`src/core/fcd_pkg.sv`:
```
package fcd_pkg;

   // Sizes of the network
   localparam int NUM_SRC     = 16;
   localparam int SRC_SEL_W   = 4;
   localparam int NUM_QUAD    = 4;
   localparam int PRIM_LINES  = 8;
   localparam int STAT_PRIM   = 6;
   localparam int DYN_PER_Q   = 2;
   localparam int NUM_DYN     = 8;
   localparam int DYN_FIRST   = 6;
   localparam int SEC_LINES   = 8;
   localparam int SEC_CLK     = 4;
   localparam int NUM_REGION  = 8;
   localparam int NUM_SLICE   = 3;
   localparam int ROUTE_W     = 4;
   localparam int NUM_EDGE    = 8;
   localparam int EDGE_PER_SD = 2;

   // Slice clock mux: code 0 none, 1..8 primary, 9..12 secondary, 13..16 routing
   localparam int SCLK_SEL_W  = 5;
   localparam logic [4:0] SCLK_NONE  = 5'h00;
   localparam logic [4:0] SCLK_PRIM0 = 5'h01;
   localparam logic [4:0] SCLK_SEC0  = 5'h09;
   localparam logic [4:0] SCLK_RT0   = 5'h0D;
   localparam logic [4:0] SCLK_LAST  = 5'h10;

   // Slice control mux: code 0 none, 1..4 secondary, 5..8 routing
   localparam int SCTL_SEL_W  = 4;
   localparam logic [3:0] SCTL_NONE  = 4'h0;
   localparam logic [3:0] SCTL_SEC0  = 4'h1;
   localparam logic [3:0] SCTL_RT0   = 4'h5;
   localparam logic [3:0] SCTL_LAST  = 4'h8;

   // Reset value and idle level of unselected slice muxes
   localparam logic       OUT_RST    = 1'b0;
   localparam logic       IDLE_LEVEL = 1'b1;

   typedef enum logic {
      FCD_SEL_RUN,
      FCD_SEL_WAIT
   } fcd_selst_e;

   // Static configuration image
   typedef struct packed {
      logic [NUM_QUAD-1:0][STAT_PRIM-1:0][SRC_SEL_W-1:0] primSel;
      logic [NUM_DYN-1:0][1:0][SRC_SEL_W-1:0]            dynInSel;
      logic [SEC_LINES-1:0][SRC_SEL_W-1:0]               secSel;
      logic [1:0]                                        sliceQuad;
      logic [NUM_SLICE-1:0][SCLK_SEL_W-1:0]              sliceClkSel;
      logic [NUM_SLICE-1:0][SCTL_SEL_W-1:0]              sliceCtlSel;
      logic [NUM_EDGE-1:0][SRC_SEL_W-1:0]                edgeSel;
   } fcd_cfg_s;

   // Driven clock network
   typedef struct packed {
      logic [NUM_QUAD-1:0][PRIM_LINES-1:0]  prim;
      logic [NUM_REGION-1:0][SEC_CLK-1:0]   regionSec;
      logic [SEC_LINES-SEC_CLK-1:0]         fanout;
      logic [NUM_SLICE-1:0]                 sliceClk;
      logic [NUM_SLICE-1:0]                 sliceCtl;
      logic [NUM_EDGE-1:0]                  edgeClk;
   } fcd_net_s;

endpackage : fcd_pkg

```
`src/core/fcd_clock_network.sv`:
```
`timescale 1ns/1ps
module fcd_clock_network (
   input  wire logic                                   clk_sys,
   input  wire logic                                   srst,
   input  wire fcd_pkg::fcd_cfg_s                      cfgImage,
   input  wire logic [fcd_pkg::NUM_SRC-1:0]            clkSrc,
   input  wire logic [fcd_pkg::ROUTE_W-1:0]            routeSig,
   input  wire logic [fcd_pkg::NUM_DYN-1:0]            dynSel,
   output fcd_pkg::fcd_net_s                           clkNet,
   output logic [fcd_pkg::NUM_DYN-1:0]                 dynActive
);

   // Centre mux pick
   function automatic logic pickSrc(input logic [fcd_pkg::NUM_SRC-1:0]   src,
                                    input logic [fcd_pkg::SRC_SEL_W-1:0] sel);
      pickSrc = src[sel];
   endfunction : pickSrc

   fcd_pkg::fcd_cfg_s                    cfg_q;
   fcd_pkg::fcd_cfg_s                    cfg_d;
   fcd_pkg::fcd_net_s                    net_q;
   fcd_pkg::fcd_net_s                    net_d;
   logic [fcd_pkg::NUM_DYN-1:0]          selMeta_q;
   logic [fcd_pkg::NUM_DYN-1:0]          selSync_q;
   logic [fcd_pkg::NUM_DYN-1:0]          curSel_q;
   logic [fcd_pkg::NUM_DYN-1:0]          curSel_d;
   fcd_pkg::fcd_selst_e                  selSt_q [fcd_pkg::NUM_DYN];
   fcd_pkg::fcd_selst_e                  selSt_d [fcd_pkg::NUM_DYN];

   logic [fcd_pkg::NUM_DYN-1:0][1:0]     dynIn;
   logic [fcd_pkg::SEC_LINES-1:0]        secLine;

   // Configuration is captured only while reset is held
   always_comb begin
      cfg_d = srst ? cfgImage : cfg_q;
   end

   // Centre muxes for dynamic selector inputs and secondary lines
   always_comb begin
      for (int k = 0; k < fcd_pkg::NUM_DYN; k++) begin
         for (int j = 0; j < 2; j++) begin
            dynIn[k][j] = pickSrc(clkSrc, cfg_q.dynInSel[k][j]);
         end
      end
      for (int s = 0; s < fcd_pkg::SEC_LINES; s++) begin
         secLine[s] = pickSrc(clkSrc, cfg_q.secSel[s]);
      end
   end

   // Glitch-free selectors
   always_comb begin
      logic curClk;
      logic newClk;
      curClk = 1'b0;
      newClk = 1'b0;
      curSel_d = curSel_q;
      dynActive = '0;
      for (int k = 0; k < fcd_pkg::NUM_DYN; k++) begin
         selSt_d[k] = selSt_q[k];
         curClk = dynIn[k][curSel_q[k]];
         newClk = dynIn[k][selSync_q[k]];
         dynActive[k] = (selSt_q[k] == fcd_pkg::FCD_SEL_RUN);
         case (selSt_q[k])
            fcd_pkg::FCD_SEL_RUN: begin
               // Leave only while the old clock is low
               if ((selSync_q[k] != curSel_q[k]) && !curClk) begin
                  selSt_d[k] = fcd_pkg::FCD_SEL_WAIT;
               end
            end
            fcd_pkg::FCD_SEL_WAIT: begin
               // Take the new clock only while it is low
               if (!newClk) begin
                  curSel_d[k] = selSync_q[k];
                  selSt_d[k]  = fcd_pkg::FCD_SEL_RUN;
               end
            end
            default: begin
               selSt_d[k] = fcd_pkg::FCD_SEL_RUN;
            end
         endcase
      end
   end

   // Network outputs
   always_comb begin
      logic [fcd_pkg::PRIM_LINES-1:0] primQ;
      logic [fcd_pkg::SCLK_SEL_W-1:0] cs;
      logic [fcd_pkg::SCTL_SEL_W-1:0] ts;
      primQ = '0;
      cs = fcd_pkg::SCLK_NONE;
      ts = fcd_pkg::SCTL_NONE;
      net_d = net_q;
      for (int q = 0; q < fcd_pkg::NUM_QUAD; q++) begin
         for (int l = 0; l < fcd_pkg::STAT_PRIM; l++) begin
            net_d.prim[q][l] = pickSrc(clkSrc, cfg_q.primSel[q][l]);
         end
         for (int d = 0; d < fcd_pkg::DYN_PER_Q; d++) begin
            // Old clock is low on entry to the wait state, so output stays low
            net_d.prim[q][fcd_pkg::DYN_FIRST+d] =
               (selSt_q[q*fcd_pkg::DYN_PER_Q+d] == fcd_pkg::FCD_SEL_RUN) &&
               dynIn[q*fcd_pkg::DYN_PER_Q+d][curSel_q[q*fcd_pkg::DYN_PER_Q+d]];
         end
      end
      for (int r = 0; r < fcd_pkg::NUM_REGION; r++) begin
         net_d.regionSec[r] = secLine[fcd_pkg::SEC_CLK-1:0];
      end
      net_d.fanout = secLine[fcd_pkg::SEC_LINES-1:fcd_pkg::SEC_CLK];
      primQ = net_q.prim[cfg_q.sliceQuad];
      // Slices zero to two only
      for (int s = 0; s < fcd_pkg::NUM_SLICE; s++) begin
         cs = cfg_q.sliceClkSel[s];
         if (cs == fcd_pkg::SCLK_NONE || cs > fcd_pkg::SCLK_LAST) begin
            net_d.sliceClk[s] = fcd_pkg::IDLE_LEVEL;
         end else if (cs < fcd_pkg::SCLK_SEC0) begin
            net_d.sliceClk[s] = primQ[3'(cs - fcd_pkg::SCLK_PRIM0)];
         end else if (cs < fcd_pkg::SCLK_RT0) begin
            net_d.sliceClk[s] = secLine[2'(cs - fcd_pkg::SCLK_SEC0)];
         end else begin
            net_d.sliceClk[s] = routeSig[2'(cs - fcd_pkg::SCLK_RT0)];
         end
         ts = cfg_q.sliceCtlSel[s];
         if (ts == fcd_pkg::SCTL_NONE || ts > fcd_pkg::SCTL_LAST) begin
            net_d.sliceCtl[s] = fcd_pkg::IDLE_LEVEL;
         end else if (ts < fcd_pkg::SCTL_RT0) begin
            net_d.sliceCtl[s] = secLine[2'(ts - fcd_pkg::SCTL_SEC0)];
         end else begin
            net_d.sliceCtl[s] = routeSig[2'(ts - fcd_pkg::SCTL_RT0)];
         end
      end
      for (int e = 0; e < fcd_pkg::NUM_EDGE; e++) begin
         net_d.edgeClk[e] = pickSrc(clkSrc, cfg_q.edgeSel[e]);
      end
   end

   always_ff @(posedge clk_sys) begin
      if (srst) begin
         net_q     <= '0;
         selMeta_q <= '0;
         selSync_q <= '0;
         curSel_q  <= '0;
         for (int k = 0; k < fcd_pkg::NUM_DYN; k++) begin
            selSt_q[k] <= fcd_pkg::FCD_SEL_RUN;
         end
      end else begin
         net_q     <= net_d;
         selMeta_q <= dynSel;
         selSync_q <= selMeta_q;
         curSel_q  <= curSel_d;
         for (int k = 0; k < fcd_pkg::NUM_DYN; k++) begin
            selSt_q[k] <= selSt_d[k];
         end
      end
      cfg_q <= cfg_d;
   end

   assign clkNet = net_q;

endmodule : fcd_clock_network

```
`config.mk`:
```
export PLATFORM = sky130hd
export DESIGN_NAME = fcd_clock_network
export DESIGN_NICKNAME = d
export VERILOG_FILES = /design/src/core/fcd_pkg.sv /design/src/core/fcd_clock_network.sv
export SDC_FILE = /design/constraint.sdc
export NUM_CORES = 1
export LEC_CHECK = 0
export BUFFER_PORTS_ARGS = -buffer_cell sky130_fd_sc_hd__buf_2
export CAP_MARGIN = 20
export CORE_MARGIN = 3
export CORE_UTILIZATION = 51
export DETAILED_ROUTE_END_ITERATION = 8
export PLACE_DENSITY = 0.85
export REMOVE_ABC_BUFFERS = 1
export SYNTH_ARGS = -nofsm -noshare
export SYNTH_HDL_FRONTEND = slang
export SYNTH_SLANG_ARGS = --single-unit
```
`constraint.sdc`:
```
create_clock -name clk_sys -period 2.26 [get_ports clk_sys]
set_clock_uncertainty 0.05 [all_clocks]
set_input_delay 0.678 -clock clk_sys [delete_from_list [all_inputs] [get_ports clk_sys]]
set_output_delay 0.678 -clock clk_sys [all_outputs]
set_load 0.05 [all_outputs]
```
==> impl_results.md <==
* EDFF count, synth at 253
* Synth async-reset ratio at 0%
* Reg clk slew, reported paths at 60 ps
* R2R setup slack at -170 ps
* Initial antenna violation count at 5
* Routed Antenna Nets at 0
* Final setup fails at 6
* Vias at 12600
* Share of cells above drive strength 1 at 56.7%
* YS warnings at 0
* Adder and majority gate portion of the synthesized area at 0.598%
* CP startpoint kind: flop
* Run status: complete, but fails checks
* Dominant cells by area after synthesis: edfxtp_1 40%, mux4_2 30%, dfxtp_1 9.1%, mux4_1 6.0%, nor2b_1 2.0%
* Sink Count at 339
* Worst EP arrival at 2780 ps
* Clock tree buffer depth at 3
* Final hold vios at 0
* Seq/Total Area, Yosys at 49.5%
* Die span in x at 198 µm
* Post-Route WL at 54.4 mm
* Synthesized area at 0.0188 mm²
* RSZ-0062 raised after global routing: true
* IO Pins at 373
* Mux share of post-synthesis cell area at 38.5%
* Setup CP Type: reg -> reg
* Leading area contributor after synthesis: edfxtp_1
* Mapped Cells at 1045
* First-pass GRT wire length at 80.2 mm
* Synth Area in XOR/XNOR at 0.139%
* Pre-CTS setup slack at -666 ps
* GRT Util Overall at 27.4%
* DRC at 0
* Number of max-cap violations at 0
* Drt first pass iters at 5
* Yosys cell types at 37
* Compound-Gate Fraction of Synth Area at 2.58%
* Dpl cells at 1825
* CP required at 2610 ps
* Largest net degree at the start of global routing at 57
* Setup TNS at -805 ps
* Clock Tree Root: clkbuf_16
* H-tree Lvls at 2
* Predominant post-synthesis flop cell: edfxtp_1
* Final period demand of the worst path at 2430 ps
* Largest family of logic cells by synthesized area: multiplexers
* Peak supply drop at 0.681 mV
* Slew @ Worst Pin at 569 ps
* DP HPWL at 37.9 mm
* Worst hold path type: in -> reg
* Core box area at 0.0360 mm²
* CP max FO at 7
* Synth-to-Final Area Change at 19.8%
* Post-synth top cells: 253 x edfxtp_1, 253 x mux4_2, 86 x dfxtp_1, 72 x clkbuf_1, 59 x nor2b_1
* TritonCTS buffer count at 37
* Synth Register Bits at 339
* Overall Power at 0.0177 W
* Yosys top cell area share at 40.3%
* CP max stage delay at 530 ps
* Final core area utilization at 62.7%
* Max-slew violation count at 0
* Initial core utilization at 52.3%
* Final setup margin at -168 ps
* Die H at 198 µm
* Crit-path cells: buf_4 > mux4_2 > mux2i_1 > mux2i_2 > mux4_2 > nor3_2 > nor4_1
* CTS tree: yes
* Routability cong. at 0.847
* CTS Hold Bufs at 0
* Cell Pwr Density at 783 mW/mm²
* Vias in the first global route at 13000
* Avg Inst Size Synth at 18.0 µm²
* Number of port buffers at 372
* Routed wire per std cell at 28.6 µm
* Crit-path most repeated cell: mux4_2
* Final #Nets at 1701
* Setup crit end kind: flop
* Leakage dissipation at 8.57 nW
* First-iteration detailed-routing DRC count at 1479
* Post-Layout Cell Count at 1901
* Rel. slew slack at 61.6%
* Synth Area in Simple Gates at 3.61%
* Worst skew pair latency at 550 ps
* Crit-path slowest cell: mux4_2
* Row cnt at 69
* F_max at 412 MHz
* Total die area at 0.0393 mm²
* Final period util at 107%
* Vias/cell at 6.60
* Failing checks: setup timing
* GRT overflow at 0
-- layout by cell type, fill, tap and decap left out, types with 8 or more instances in the layout --
cell type	instances
buf_4	75
nor3_1	8
o21ai_1	12
clkbuf_16	38
mux4_2	260
a21oi_1	17
nor2_1	9
a211oi_1	9
dfxtp_1	86
buf_12	14
mux2i_1	26
edfxtp_1	253
ha_1	9
inv_1	21
nand2_1	11
mux4_1	36
nor2b_1	59
o21ai_0	23
buf_2	370
-- through the flow --
stage / hold WS [ps] / instance area, µm²
floorplan: 364 / 18000
global placement: 370 / 21200
detailed placement: 374 / 21200
CTS: 214 / 22500
global route: 230 / 22600
finish: 246 / 22600
-- state kept, by name, indices dropped and copies added, names as in the netlist --
signal / cells
selSt_q: 8
selMeta_q: 8
clkNet: 54
selSync_q: 8
curSel_q: 8
cfg_q: 253
-- kinds of logic (layout without fill, tap and decap cells) --
family,Yosys count,count (layout)
multiplexers,338,338
AO/OA/AOI/OAI,81,81
buffers and inverters,159,551
other,0,3
flip-flops,339,339
AND/OR/NAND/NOR,116,116
adder cells (fa/ha/maj),9,9
XOR/XNOR,3,3
-- critical path, delay by kind of cell (launching register included) --
family / cells / cell delay [ps]
buf+inv: 1 / 160
flops: 1 / 450
mux: 4 / 1360
simple gates: 2 / 280
-- layout make-up --
type / count / area [µm²]
Timing Repair Buffer: 463 / 2740
Multi-Input combinational cell: 547 / 8660
Sequential cell: 339 / 9320
Fill cell: 2460 / 13400
Inverter: 21 / 78.8
Tap cell: 461 / 577
Antenna cell: 3 / 7.51
Clock buffer: 47 / 1000
Clock inverter: 20 / 183
-- per-layer routing --
metal | GRT usage (%) | wire length [µm]
met1 | 35.4 | 18900
met2 | 45.6 | 27000
met3 | 6.36 | 6260
met4 | 10.6 | 2150
met5 | 0 | 50
-- what timing repair did --
| item | CTS | global route |
|---|---|---|
| pin swaps | 4 | 4 |
| buffers inserted | 1 | 5 |
| endpoints found under the setup margin | 8 | 10 |
| gates resized for setup | 22 | 16 |
-- power breakdown --
group	switching [W]	leakage, nW	internal, W	total (W)
sequential	0.000542	3.19	0.00727	0.00781
combinational	0.00198	4.79	0.00192	0.00390
clock	0.00255	0.585	0.00341	0.00595
total	0.00506	8.57	0.0126	0.0177
-- worst paths after layout --
check             cells past startpoint      endpoint    startpoint
setup / recovery                      7     clkNet[8]     cfg_q[73]
hold / removal                        1     cfg_q[24]  cfgImage[24]
setup reg to reg                      7     clkNet[8]     cfg_q[73]
hold reg to reg                       1  selSync_q[6]  selMeta_q[6]
Power figures use the tool's default switching activity.
